**src/lu_pkg.sv**
```systemverilog
package lu_pkg;

  // Three-level strap pin as seen by the digital core
  typedef enum logic [1:0] {
    LU_LOW = 2'h0,
    LU_HIGH = 2'h1,
    LU_FLOAT = 2'h2,
    LU_BAD = 2'h3
  } lu_strap_t;

  typedef enum logic [1:0] {
    LU_MODE_E3 = 2'h0,
    LU_MODE_DS3 = 2'h1,
    LU_MODE_STS1 = 2'h2
  } lu_mode_t;

  typedef enum logic [2:0] {
    LU_SRC_NORMAL = 3'h0,
    LU_SRC_ONES = 3'h1,
    LU_SRC_ALT = 3'h2,
    LU_SRC_AIS = 3'h3,
    LU_SRC_PRBS23 = 3'h4,
    LU_SRC_PRBS15 = 3'h5
  } lu_tx_src_t;

  typedef enum logic [1:0] {
    LU_MCLK_PIN = 2'h0,
    LU_MCLK_TXCLK = 2'h1,
    LU_MCLK_OSC = 2'h2
  } lu_mclk_src_t;

  typedef enum logic [1:0] {
    LU_PRBS_HUNT = 2'b01,
    LU_PRBS_LOCK = 2'b10
  } lu_prbs_state_t;

  localparam int unsigned LU_PCLK_MHZ = 25;
  localparam int unsigned LU_MCLK_IDLE_NS = 2000;
  localparam int unsigned LU_MCLK_IDLE_CYCLES = (LU_MCLK_IDLE_NS * LU_PCLK_MHZ + 999) / 1000;
  localparam int unsigned LU_OSC_HALF_NS = 160;
  localparam int unsigned LU_OSC_HALF_CYCLES = (LU_OSC_HALF_NS * LU_PCLK_MHZ) / 1000;

  localparam logic [7:0] LU_LOS_LIMIT_RESET = 8'haf;
  localparam logic [7:0] LU_EXZ_RUN_E3 = 8'h04;
  localparam logic [7:0] LU_EXZ_RUN_T3 = 8'h03;
  localparam logic [5:0] LU_PRBS_SYNC_MATCHES = 6'h20;
  localparam logic [2:0] LU_PRBS_LOSS_ERRORS = 3'h4;
  localparam int unsigned LU_AIS_BLOCK_BITS = 85;
  localparam int unsigned LU_TX_WORD_W = 2;
  localparam int unsigned LU_TX_FIFO_DEPTH = 16;

  localparam logic [11:0] LU_REG_STATUS = 12'h000;
  localparam logic [11:0] LU_REG_LOS_LIMIT = 12'h004;
  localparam logic [11:0] LU_REG_VIOL_COUNT = 12'h008;

  localparam int unsigned LU_ST_MODE_LSB = 0;
  localparam int unsigned LU_ST_SRC_LSB = 2;
  localparam int unsigned LU_ST_LOS = 5;
  localparam int unsigned LU_ST_PRBS_LOCK = 6;
  localparam int unsigned LU_ST_RX_JA = 7;
  localparam int unsigned LU_ST_PREAMP = 8;
  localparam int unsigned LU_ST_OVERFLOW = 9;
  localparam int unsigned LU_ST_UNDERRUN = 10;
  localparam int unsigned LU_ST_MCLK_LSB = 11;

  // Unused code on a strap is read as float
  function automatic lu_strap_t lu_strap(input logic [1:0] code);
    return (code == 2'h3) ? LU_FLOAT : lu_strap_t'(code);
  endfunction

endpackage

```
**src/lu_system_pins.sv**
```systemverilog
// Decided for this implementation: the register addresses and the APB register port.
`timescale 1ns/10ps
// Notes on behaviour
// - With the enhanced-feature strap low the pattern status pin is not driven.
// - Receive outputs change on the falling recovered-clock edge for invert strap 0 or 1, rising for float.
// - While signal is lost the receive clock output follows the selected master clock.
// - Monitor strap 0 disables preamp and receive jitter attenuator, 1 enables preamp only, float enables only the attenuator.
// - In bipolar mode the negative receive output pulses for each negative mark.
// - With the decoder on, the violation output is high for one recovered-clock period per violation.
// - In bipolar mode the positive receive output pulses for each positive mark.
// - With the decoder on, the decoded NRZ stream appears on the positive output.
// - Transmit inputs are sampled on the rising transmit-clock edge for invert strap 0, falling otherwise.
// - Data-select straps choose the transmit source only when the enhanced-feature strap is 1.
// - A master clock pin held low forces data-select bit 1 low and hands that pin to the oscillator.
// - Mode strap 0 selects E3 and 1 selects DS3.
// - Data-select pair and mode strap pick normal, all ones, 1010, AIS, 2^23-1 or 2^15-1 data.
// - Pattern status is high while unsynchronised, else low with a high pulse per bit error.
// - Signal lost after the set count of zeros, restored after that many clocks free of zero runs.
module lu_system_pins
  import lu_pkg::*;
#(
  parameter int TX_FIFO_DEPTH = LU_TX_FIFO_DEPTH
) (
  input wire logic pclk,
  input wire logic presetn,
  input wire logic psel,
  input wire logic penable,
  input wire logic pwrite,
  input wire logic [11:0] paddr,
  input wire logic [31:0] pwdata,
  output logic [31:0] prdata,
  output logic pready,
  output logic pslverr,
  input wire logic [1:0] enhanced_feature_strap,
  input wire logic [1:0] clock_edge_invert_strap,
  input wire logic [1:0] receive_monitor_strap,
  input wire logic [1:0] line_mode_strap,
  input wire logic [1:0] data_select_bit1,
  input wire logic [1:0] data_select_bit0,
  input wire logic zero_suppression_strap,
  input wire logic master_clock_in,
  input wire logic transmit_clock_in,
  input wire logic transmit_positive_in,
  input wire logic transmit_negative_in,
  input wire logic rx_line_clock,
  input wire logic rx_line_pos,
  input wire logic rx_line_neg,
  output logic receive_clock_out,
  output logic receive_positive_pulse,
  output logic receive_negative_pulse,
  output logic signal_lost_flag_n,
  output logic pattern_status_out,
  output logic pattern_status_oe,
  output logic oscillator_select_pin,
  output logic monitor_preamp_enable,
  output logic rx_jitter_atten_enable,
  output lu_mode_t line_mode,
  output logic tx_line_pos,
  output logic tx_line_neg
);

  // Pin synchronisers; only the second stage is read
  logic [19:0] sync1;
  logic [19:0] sync2;
  always_ff @(posedge pclk or negedge presetn) begin
    if (!presetn) begin
      sync1 <= '0;
      sync2 <= '0;
    end else begin
      sync1 <= {enhanced_feature_strap, clock_edge_invert_strap, receive_monitor_strap,
                line_mode_strap, data_select_bit1, data_select_bit0, zero_suppression_strap,
                master_clock_in, transmit_clock_in, transmit_positive_in, transmit_negative_in,
                rx_line_clock, rx_line_pos, rx_line_neg};
      sync2 <= sync1;
    end
  end

  lu_strap_t feat_s, inv_s, mon_s, mode_s, ds1_s, ds0_s;
  logic zcs_high, mclk_s, txclk_s, txpos_s, txneg_s, rxclk_s, rxpos_s, rxneg_s;
  assign feat_s = lu_strap(sync2[19:18]);
  assign inv_s = lu_strap(sync2[17:16]);
  assign mon_s = lu_strap(sync2[15:14]);
  assign mode_s = lu_strap(sync2[13:12]);
  assign ds1_s = lu_strap(sync2[11:10]);
  assign ds0_s = lu_strap(sync2[9:8]);
  assign {zcs_high, mclk_s, txclk_s, txpos_s, txneg_s, rxclk_s, rxpos_s, rxneg_s} = sync2[7:0];

  logic mclk_prev, txclk_prev, rxclk_prev, master_prev;
  logic master_level, master_rise, txclk_rise, txclk_fall, rx_rise;
  assign txclk_rise = txclk_s && !txclk_prev;
  assign txclk_fall = !txclk_s && txclk_prev;
  assign rx_rise = rxclk_s && !rxclk_prev;
  assign master_rise = master_level && !master_prev;

  // Master clock source from pin activity
  logic [7:0] mclk_idle;
  logic [7:0] osc_count;
  logic osc_level;
  lu_mclk_src_t mclk_src;
  always_ff @(posedge pclk or negedge presetn) begin
    if (!presetn) begin
      {mclk_prev, txclk_prev, rxclk_prev, master_prev} <= 4'h0;
      mclk_idle <= 8'hff;
      osc_count <= 8'h00;
      osc_level <= 1'b0;
    end else begin
      {mclk_prev, txclk_prev, rxclk_prev, master_prev} <= {mclk_s, txclk_s, rxclk_s, master_level};
      if (mclk_s != mclk_prev) begin
        mclk_idle <= 8'h00;
      end else if (mclk_idle != 8'hff) begin
        mclk_idle <= mclk_idle + 8'h01;
      end
      if (osc_count >= 8'(LU_OSC_HALF_CYCLES - 1)) begin
        osc_count <= 8'h00;
        osc_level <= !osc_level;
      end else begin
        osc_count <= osc_count + 8'h01;
      end
    end
  end

  always_comb begin
    if (mclk_idle < 8'(LU_MCLK_IDLE_CYCLES)) begin
      mclk_src = LU_MCLK_PIN;
    end else if (mclk_s) begin
      mclk_src = LU_MCLK_TXCLK;
    end else begin
      mclk_src = LU_MCLK_OSC;
    end
  end

  always_comb begin
    unique case (mclk_src)
      LU_MCLK_PIN: master_level = mclk_s;
      LU_MCLK_TXCLK: master_level = txclk_s;
      default: master_level = osc_level;
    endcase
  end

  logic ds1_hi, ds0_hi;
  assign oscillator_select_pin = (mclk_src == LU_MCLK_OSC);
  assign ds1_hi = (ds1_s == LU_HIGH) && !oscillator_select_pin;
  assign ds0_hi = (ds0_s == LU_HIGH);
  assign monitor_preamp_enable = (mon_s == LU_HIGH);
  assign rx_jitter_atten_enable = (mon_s == LU_FLOAT);
  assign pattern_status_oe = (feat_s == LU_HIGH);

  always_comb begin
    unique case (mode_s)
      LU_LOW: line_mode = LU_MODE_E3;
      LU_HIGH: line_mode = LU_MODE_DS3;
      default: line_mode = LU_MODE_STS1;
    endcase
  end

  lu_tx_src_t tx_src;
  always_comb begin
    tx_src = LU_SRC_NORMAL;
    if (feat_s == LU_HIGH) begin
      unique case ({ds1_hi, ds0_hi})
        2'b00: tx_src = LU_SRC_NORMAL;
        2'b01: tx_src = LU_SRC_ONES;
        2'b10: tx_src = (mode_s == LU_HIGH) ? LU_SRC_AIS : LU_SRC_ALT;
        2'b11: tx_src = (mode_s == LU_LOW) ? LU_SRC_PRBS23 : LU_SRC_PRBS15;
      endcase
    end
  end

  // Transmit capture; a full buffer drops the bit and flags overflow
  logic tx_take, fifo_in_ready, fifo_out_valid;
  logic [LU_TX_WORD_W-1:0] fifo_out_data;
  assign tx_take = (inv_s == LU_LOW) ? txclk_rise : txclk_fall;

  lu_fifo #(
    .WIDTH(LU_TX_WORD_W),
    .DEPTH(TX_FIFO_DEPTH)
  ) u_tx_fifo (
    .clk(pclk),
    .rst_n(presetn),
    .in_valid(tx_take),
    .in_ready(fifo_in_ready),
    .in_data({txpos_s, txneg_s}),
    .out_valid(fifo_out_valid),
    .out_ready(master_rise),
    .out_data(fifo_out_data)
  );

  logic alt_bit, ami_neg, gen_mark, prbs_fb;
  logic [7:0] ais_count;
  logic [22:0] lfsr;
  always_comb begin
    if (tx_src == LU_SRC_PRBS23) begin
      prbs_fb = (lfsr[22] ^ lfsr[17]) | (lfsr == 23'h000000);
    end else begin
      prbs_fb = (lfsr[14] ^ lfsr[13]) | (lfsr[14:0] == 15'h0000);
    end
  end

  always_comb begin
    unique case (tx_src)
      LU_SRC_NORMAL: gen_mark = fifo_out_valid && fifo_out_data[1];
      LU_SRC_ONES: gen_mark = 1'b1;
      LU_SRC_ALT: gen_mark = alt_bit;
      LU_SRC_AIS: gen_mark = (ais_count == 8'h00) ? 1'b0 : alt_bit;
      LU_SRC_PRBS23, LU_SRC_PRBS15: gen_mark = prbs_fb;
      default: gen_mark = 1'b0;
    endcase
  end

  always_ff @(posedge pclk or negedge presetn) begin
    if (!presetn) begin
      alt_bit <= 1'b1;
      ais_count <= 8'h00;
      lfsr <= 23'h7fffff;
      ami_neg <= 1'b0;
      tx_line_pos <= 1'b0;
      tx_line_neg <= 1'b0;
    end else if (master_rise) begin
      alt_bit <= !alt_bit;
      ais_count <= (ais_count >= 8'(LU_AIS_BLOCK_BITS - 1)) ? 8'h00 : ais_count + 8'h01;
      lfsr <= {lfsr[21:0], prbs_fb};
      if (tx_src == LU_SRC_NORMAL && zcs_high) begin
        tx_line_pos <= fifo_out_valid && fifo_out_data[1];
        tx_line_neg <= fifo_out_valid && fifo_out_data[0];
      end else begin
        tx_line_pos <= gen_mark && !ami_neg;
        tx_line_neg <= gen_mark && ami_neg;
        if (gen_mark) begin
          ami_neg <= !ami_neg;
        end
      end
    end
  end

  // Receive capture and bipolar violation check
  logic rx_mark, next_viol, last_mark_neg;
  logic rx_pos_bit, rx_neg_bit, rx_nrz_bit, rx_viol_bit;
  assign rx_mark = rxpos_s || rxneg_s;
  assign next_viol = !zcs_high && rx_mark && (last_mark_neg == rxneg_s);
  always_ff @(posedge pclk or negedge presetn) begin
    if (!presetn) begin
      {rx_pos_bit, rx_neg_bit, rx_nrz_bit, rx_viol_bit} <= 4'h0;
      last_mark_neg <= 1'b1;
    end else if (rx_rise) begin
      rx_pos_bit <= rxpos_s;
      rx_neg_bit <= rxneg_s;
      rx_nrz_bit <= rx_mark;
      rx_viol_bit <= next_viol;
      if (rx_mark) begin
        last_mark_neg <= rxneg_s;
      end
    end
  end

  logic [7:0] los_limit, zero_run, next_zero_run, clean_count, exz_len;
  assign next_zero_run = rx_mark ? 8'h00 : ((zero_run == 8'hff) ? 8'hff : zero_run + 8'h01);
  assign exz_len = (line_mode == LU_MODE_E3) ? LU_EXZ_RUN_E3 : LU_EXZ_RUN_T3;
  always_ff @(posedge pclk or negedge presetn) begin
    if (!presetn) begin
      zero_run <= 8'h00;
      clean_count <= 8'h00;
      signal_lost_flag_n <= 1'b1;
    end else if (rx_rise) begin
      zero_run <= next_zero_run;
      if (signal_lost_flag_n) begin
        clean_count <= 8'h00;
        if (next_zero_run >= los_limit) begin
          signal_lost_flag_n <= 1'b0;
        end
      end else if (next_zero_run >= exz_len) begin
        clean_count <= 8'h00;
      end else if (({1'b0, clean_count} + 9'h001) >= {1'b0, los_limit}) begin
        clean_count <= 8'h00;
        signal_lost_flag_n <= 1'b1;
      end else begin
        clean_count <= clean_count + 8'h01;
      end
    end
  end

  // Pattern detector; an all-zero stream also predicts cleanly, so SIGNAL_LOST_FLAG should be checked too
  lu_prbs_state_t prbs_state;
  logic [22:0] det;
  logic [5:0] match_run;
  logic [2:0] err_count;
  logic det_err, prbs_err_bit;
  always_comb begin
    if (line_mode == LU_MODE_E3) begin
      det_err = (det[22] ^ det[17]) != rx_mark;
    end else begin
      det_err = (det[14] ^ det[13]) != rx_mark;
    end
  end

  always_ff @(posedge pclk or negedge presetn) begin
    if (!presetn) begin
      prbs_state <= LU_PRBS_HUNT;
      det <= 23'h000000;
      match_run <= 6'h00;
      err_count <= 3'h0;
      prbs_err_bit <= 1'b0;
    end else if (rx_rise) begin
      det <= {det[21:0], rx_mark};
      prbs_err_bit <= (prbs_state == LU_PRBS_LOCK) && det_err;
      match_run <= (det_err || match_run == LU_PRBS_SYNC_MATCHES - 6'h01) ? 6'h00
                   : match_run + 6'h01;
      unique case (prbs_state)
        LU_PRBS_HUNT: begin
          if (!det_err && match_run == LU_PRBS_SYNC_MATCHES - 6'h01) begin
            prbs_state <= LU_PRBS_LOCK;
            err_count <= 3'h0;
          end
        end
        LU_PRBS_LOCK: begin
          if (det_err) begin
            if (err_count == LU_PRBS_LOSS_ERRORS - 3'h1) begin
              prbs_state <= LU_PRBS_HUNT;
            end
            err_count <= err_count + 3'h1;
          end else if (match_run == LU_PRBS_SYNC_MATCHES - 6'h01) begin
            err_count <= 3'h0;
          end
        end
        default: prbs_state <= LU_PRBS_HUNT;
      endcase
    end
  end

  // Receive clock and data outputs
  logic rclk_level, upd_edge;
  assign rclk_level = signal_lost_flag_n ? rxclk_s : master_level;
  assign upd_edge = (inv_s == LU_FLOAT) ? (rclk_level && !receive_clock_out)
                    : (!rclk_level && receive_clock_out);
  always_ff @(posedge pclk or negedge presetn) begin
    if (!presetn) begin
      receive_clock_out <= 1'b0;
      receive_positive_pulse <= 1'b0;
      receive_negative_pulse <= 1'b0;
      pattern_status_out <= 1'b1;
    end else begin
      receive_clock_out <= rclk_level;
      if (upd_edge) begin
        receive_positive_pulse <= zcs_high ? rx_pos_bit : rx_nrz_bit;
        receive_negative_pulse <= zcs_high ? rx_neg_bit : rx_viol_bit;
        pattern_status_out <= (prbs_state == LU_PRBS_HUNT) || prbs_err_bit;
      end
    end
  end

  // Register slave, zero wait states
  logic hit_status, hit_limit, hit_viol, wr_en, ovf_set, unf_set;
  logic tx_overflow, tx_underrun;
  logic [15:0] viol_count;
  logic [31:0] status_word, read_word;
  assign hit_status = (paddr == LU_REG_STATUS);
  assign hit_limit = (paddr == LU_REG_LOS_LIMIT);
  assign hit_viol = (paddr == LU_REG_VIOL_COUNT);
  assign pready = psel && penable;
  assign pslverr = psel && penable && !(hit_status || hit_limit || hit_viol);
  assign wr_en = psel && penable && pwrite;
  assign ovf_set = tx_take && !fifo_in_ready;
  assign unf_set = master_rise && (tx_src == LU_SRC_NORMAL) && !fifo_out_valid;

  always_ff @(posedge pclk or negedge presetn) begin
    if (!presetn) begin
      los_limit <= LU_LOS_LIMIT_RESET;
      tx_overflow <= 1'b0;
      tx_underrun <= 1'b0;
    end else begin
      if (wr_en && hit_limit) begin
        los_limit <= pwdata[7:0];
      end
      // Hardware set wins over a simultaneous clear
      tx_overflow <= ovf_set || (tx_overflow && !(wr_en && hit_status && pwdata[LU_ST_OVERFLOW]));
      tx_underrun <= unf_set || (tx_underrun && !(wr_en && hit_status && pwdata[LU_ST_UNDERRUN]));
    end
  end

  always_ff @(posedge pclk or negedge presetn) begin
    if (!presetn) begin
      viol_count <= 16'h0000;
    end else if (wr_en && hit_viol) begin
      viol_count <= {15'h0000, rx_rise && next_viol};
    end else if (rx_rise && next_viol && viol_count != 16'hffff) begin
      viol_count <= viol_count + 16'h0001;
    end
  end

  always_comb begin
    status_word = 32'h00000000;
    status_word[LU_ST_MODE_LSB +: 2] = line_mode;
    status_word[LU_ST_SRC_LSB +: 3] = tx_src;
    status_word[LU_ST_LOS] = !signal_lost_flag_n;
    status_word[LU_ST_PRBS_LOCK] = (prbs_state == LU_PRBS_LOCK);
    status_word[LU_ST_RX_JA] = rx_jitter_atten_enable;
    status_word[LU_ST_PREAMP] = monitor_preamp_enable;
    status_word[LU_ST_OVERFLOW] = tx_overflow;
    status_word[LU_ST_UNDERRUN] = tx_underrun;
    status_word[LU_ST_MCLK_LSB +: 2] = mclk_src;
    read_word = 32'h00000000;
    if (hit_status) begin
      read_word = status_word;
    end else if (hit_limit) begin
      read_word = {24'h000000, los_limit};
    end else if (hit_viol) begin
      read_word = {16'h0000, viol_count};
    end
  end

  always_ff @(posedge pclk or negedge presetn) begin
    if (!presetn) begin
      prdata <= 32'h00000000;
    end else if (psel && !penable && !pwrite) begin
      prdata <= read_word;
    end
  end

endmodule

```
**src/lu_fifo.sv**
```systemverilog
`timescale 1ns/10ps
module lu_fifo #(
  parameter int WIDTH = 2,
  parameter int DEPTH = 16
) (
  input wire logic clk,
  input wire logic rst_n,
  input wire logic in_valid,
  output logic in_ready,
  input wire logic [WIDTH-1:0] in_data,
  output logic out_valid,
  input wire logic out_ready,
  output logic [WIDTH-1:0] out_data
);
  localparam int AW = (DEPTH > 1) ? $clog2(DEPTH) : 1;

  if (WIDTH < 1 || DEPTH < 2 || (1 << AW) != DEPTH) begin : g_bad_shape
    $error("lu_fifo needs WIDTH of at least 1 and a power-of-two DEPTH of at least 2");
  end

  logic [WIDTH-1:0] mem [DEPTH];
  logic [AW:0] wr_ptr;
  logic [AW:0] rd_ptr;
  logic push;
  logic pop;

  assign in_ready = !((wr_ptr[AW] != rd_ptr[AW]) && (wr_ptr[AW-1:0] == rd_ptr[AW-1:0]));
  assign out_valid = (wr_ptr != rd_ptr);
  assign out_data = mem[rd_ptr[AW-1:0]];
  assign push = in_valid && in_ready;
  assign pop = out_valid && out_ready;

  always_ff @(posedge clk) begin
    if (push) begin
      mem[wr_ptr[AW-1:0]] <= in_data;
    end
  end

  always_ff @(posedge clk or negedge rst_n) begin
    if (!rst_n) begin
      wr_ptr <= '0;
      rd_ptr <= '0;
    end else begin
      if (push) begin
        wr_ptr <= wr_ptr + (AW+1)'(1);
      end
      if (pop) begin
        rd_ptr <= rd_ptr + (AW+1)'(1);
      end
    end
  end

endmodule

```
**config.mk**
```make
export PLATFORM = sky130hd
export DESIGN_NAME = lu_system_pins
export DESIGN_NICKNAME = d
export VERILOG_FILES = /design/src/lu_pkg.sv /design/src/lu_system_pins.sv /design/src/lu_fifo.sv
export SDC_FILE = /design/constraint.sdc
export NUM_CORES = 1
export LEC_CHECK = 0
export BUFFER_PORTS_ARGS = -buffer_cell sky130_fd_sc_hd__buf_4
export CAP_MARGIN = 20
export CORE_ASPECT_RATIO = 0.5
export CORE_MARGIN = 10
export CORE_UTILIZATION = 45
export DETAILED_ROUTE_END_ITERATION = 10
export PLACE_DENSITY = 0.62
export SLEW_MARGIN = 20
export SYNTH_ARGS = -nofsm -noshare
export SYNTH_HDL_FRONTEND = slang
export SYNTH_SLANG_ARGS = --single-unit
```
**constraint.sdc**
```tcl
create_clock -name pclk -period 3 [get_ports pclk]
set_input_delay 0.9 -clock pclk [delete_from_list [all_inputs] [get_ports pclk]]
set_output_delay 0.9 -clock pclk [all_outputs]
set_load 0.005 [all_outputs]
```
==> results.sh <==
export IMPL_status="completed"
export IMPL_r2r_cells=15
export IMPL_synth_edff_count=32
export IMPL_core_area_um2=23900
export IMPL_worst_endpoint_arrival_ns=2.04
export IMPL_io_buffers=77
export IMPL_cap_violations=0
export IMPL_track_usage=0.144
export IMPL_numCtsBuffers=23
export IMPL_p_int_mw=6.28
export IMPL_nets=1184
export IMPL_area_growth_pct=17.7
export IMPL_drt_initial_drc_count=513
export IMPL_grt_overflow_total=0
export IMPL_dp_hpwl_um=15900
export IMPL_rows=40
export IMPL_criticalPathCategory="flop to output pin"
export IMPL_crit_start="mclk_idle[2]"
export IMPL_synth_fa_ha_area_frac=0.0412
export IMPL_r2r_start="zero_run[1]"
export IMPL_swShare=0.287
export IMPL_cts_sinks=240
export IMPL_p_comb_frac=0.189
export IMPL_ys_flop_type="dfrtp_1"
export IMPL_avgSynthCellArea_um2=11.3
export IMPL_syn_inst=966
export IMPL_htree_levels=1
export IMPL_power_density_nw_per_um2=685
export IMPL_start_util=0.457
export IMPL_ir_drop_v=0.000423
export IMPL_die_area_um2=31300
export IMPL_drc=0
export IMPL_yosys_warnings=0
export IMPL_hold_class="primary input to asynchronous set/reset pin"
export IMPL_hold_viol=0
export IMPL_layout_drive_gt1_share=0.252
export IMPL_yosys_area_share_simple=0.160
export IMPL_grt_pass1_vias=7269
export IMPL_grt_antenna_before_repair=1
export IMPL_finalWirelength_um=22100
export IMPL_seq_area_frac_synth=0.569
export IMPL_num_fill_cells=2107
export IMPL_seqCellArea_um2=6220
export IMPL_clk_pin_slew_ns=0.06
export IMPL_crit_path_start_kind="flop"
export IMPL_cts_tree="yes"
export IMPL_p_leak_nw=5.74
export IMPL_async_reset_ff_frac=0.867
export IMPL_netlist_cell_type_count=76
export IMPL_ioPinCount=116
export IMPL_synth_seq_cells=240
export IMPL_fin_tns_setup_ns=0
export IMPL_final_cell_mix="dfrtp_1, nand2_1, buf_4"
export IMPL_clock_root_buffer="clkbuf_16"
export IMPL_rsz0062_at_grt="yes"
export IMPL_max_freq_mhz=340
export IMPL_final_core_util=0.538
export IMPL_synthMuxAreaShare=0.0722
export IMPL_grt_pass1_wl_um=36900
export IMPL_rrSetupSlack_ns=0.08
export IMPL_slew_limit_headroom=0.437
export IMPL_diodes=0
export IMPL_power_share_clock=0.310
export IMPL_finalMaxSlewViolations=0
export IMPL_end_kind="output pin"
export IMPL_globalplace_congestion=0.817
export IMPL_switchingPower_mw=2.53
export IMPL_synth_top_area_cell="dfrtp_1"
export IMPL_netlist_area_um2=10900
export IMPL_critPathMaxFanout=5
export IMPL_synth_compound_area_share=0.0881
export IMPL_synth_top_family_by_area="simple AND/OR/NAND/NOR gates"
export IMPL_grt_max_degree=59
export IMPL_setup_violations=0
export IMPL_power_mw=8.81
export IMPL_finalCritPeriodShare=0.981
export IMPL_num_vias=7199
export IMPL_synth_top_area_share=0.380
export IMPL_cp_endpoint="oscillator_select_pin"
export IMPL_fp_dieW_um=240
export IMPL_skew_ns=0.00675
export IMPL_reg2reg_to="clean_count[4]"
export IMPL_final_common_cell="dfrtp_1"
export IMPL_die_y_um=130
export IMPL_drt_pass1_iterations=4
export IMPL_wl_per_cell_um=15.7
export IMPL_multi_input_area_um2=4550
export IMPL_synth_xor_area_frac=0.0369
export IMPL_routed_via_density=5.10
export IMPL_clkLatencyLatePin_ns=0.52
export IMPL_ant_nets=0
export IMPL_synthTopCellsByArea="dfrtp_1, dfstp_2, edfxtp_1, nand2_1, ha_1"
export IMPL_worst_slew_pin_slew_ns=0.841
export IMPL_cp_data_required_time_ns=2.10
export IMPL_cts_hold_buf=0
export IMPL_period_needed_ns=2.94
export IMPL_cts_path_max_buffers=3
export IMPL_power_frac_seq=0.501
cells by family (layout without fill, tap and decap cells):
logic type	after synthesis	in the layout
adder cells (fa/ha/maj)	36	36
AND/OR/NAND/NOR	365	365
AO/OA/AOI/OAI	143	143
other	1	22
buffers and inverters	73	182
XOR/XNOR	46	46
flip-flops	240	240
multiplexers	62	62
final cells by class:
cell class / instances / share of cell area
flip-flops and latches: 240 / 0.484
multi-input cells: 674 / 0.353
repair buffers: 112 / 0.0701
clock buffers: 34 / 0.0487
well taps: 315 / 0.0306
inverters: 28 / 0.00817
clock inverters: 8 / 0.00535
critical path, stage by stage, from the launching register on:
cell	delay (ns)
dfstp_2	0.39
o311a_4	0.39
or3_2	0.43
and2_4	0.18
buf_4	0.13
through the flow:
stage,instances,hold slack [ns],area (um^2),worst slack [ns]
finish,1411,0.346,12900,0.0577
global route,1411,0.358,12900,-0.0630
CTS,1409,0.347,12800,0.00428
detailed placement,1367,0.335,12000,-0.160
global placement,1367,0.333,12000,-0.160
floorplan,987,0.331,11000,0.0553
state kept, by name (all words and copies together), names as in the netlist, 8 cells and up:
signal         cells
u_tx_fifo.mem     32
osc_count          8
clean_count        8
mclk_idle          8
det               23
zero_run           8
prdata            16
ais_count          8
sync2             20
los_limit          8
viol_count        16
lfsr              23
sync1             20
timing repair:
action                     CTS  global route
gates resized for setup      4            21
pin swaps                    0            10
setup endpoints to repair    9             9
buffers inserted             0             2
worst min-delay path by stage:
| stage | from | end | slack, ns | cells past startpoint |
|---|---|---|---|---|
| after global placement | sync1[14] | sync2[14] | 0.33 | 0 |
| after global routing | sync1[12] | sync2[12] | 0.36 | 0 |
| after detailed placement | sync1[10] | sync2[10] | 0.33 | 0 |
| final | presetn | osc_count[3] | 0.35 | 1 |
| after floorplan | sync1[0] | sync2[0] | 0.33 | 0 |
| after CTS | sync1[7] | sync2[7] | 0.35 | 0 |
power by group through the flow:
stage               sequential, mW  clock (mW)  combinational, mW
finish                        4.41        2.73               1.66
global route                  4.51        2.96               1.89
CTS                           4.41        2.82               1.68
detailed placement            4.47           0               1.67
global placement              4.45           0               1.62
floorplan                     4.24           0               1.29
layer usage:
| layer | GRT usage | vias up | routed length (um) |
|---|---|---|---|
| met3 | 0.0267 | 32 | 780 |
| met4 | 0.0311 | 0 | 428 |
| met1 | 0.185 | 3527 | 10200 |
| met5 | 0 | - | 0 |
| li1 | - | 3557 | - |
| met2 | 0.251 | 83 | 10800 |
cells in the mapped netlist (all sizes together) (3+ instances only):
| library cell | count |
|---|---|
| dfrtp | 166 |
| mux4 | 8 |
| a31oi | 3 |
| inv | 28 |
| nand2 | 163 |
| o21a | 3 |
| xnor2 | 22 |
| nand4 | 10 |
| o311ai | 3 |
| nand2b | 19 |
| nor2b | 11 |
| nand3 | 24 |
| a211oi | 5 |
| dfstp | 42 |
| a21oi | 18 |
| o311a | 3 |
| mux2i | 16 |
| o21ai | 60 |
| nor3b | 5 |
| and3 | 16 |
| o211ai | 4 |
| ha | 36 |
| o31ai | 10 |
| buf | 24 |
| nor4 | 11 |
| a21o | 10 |
| and2 | 21 |
| nor3 | 14 |
| edfxtp | 32 |
| mux2 | 38 |
| xor2 | 24 |
| clkbuf | 21 |
| or2 | 5 |
| nor2 | 56 |
| a22oi | 6 |
Power figures use the tool's default switching activity.
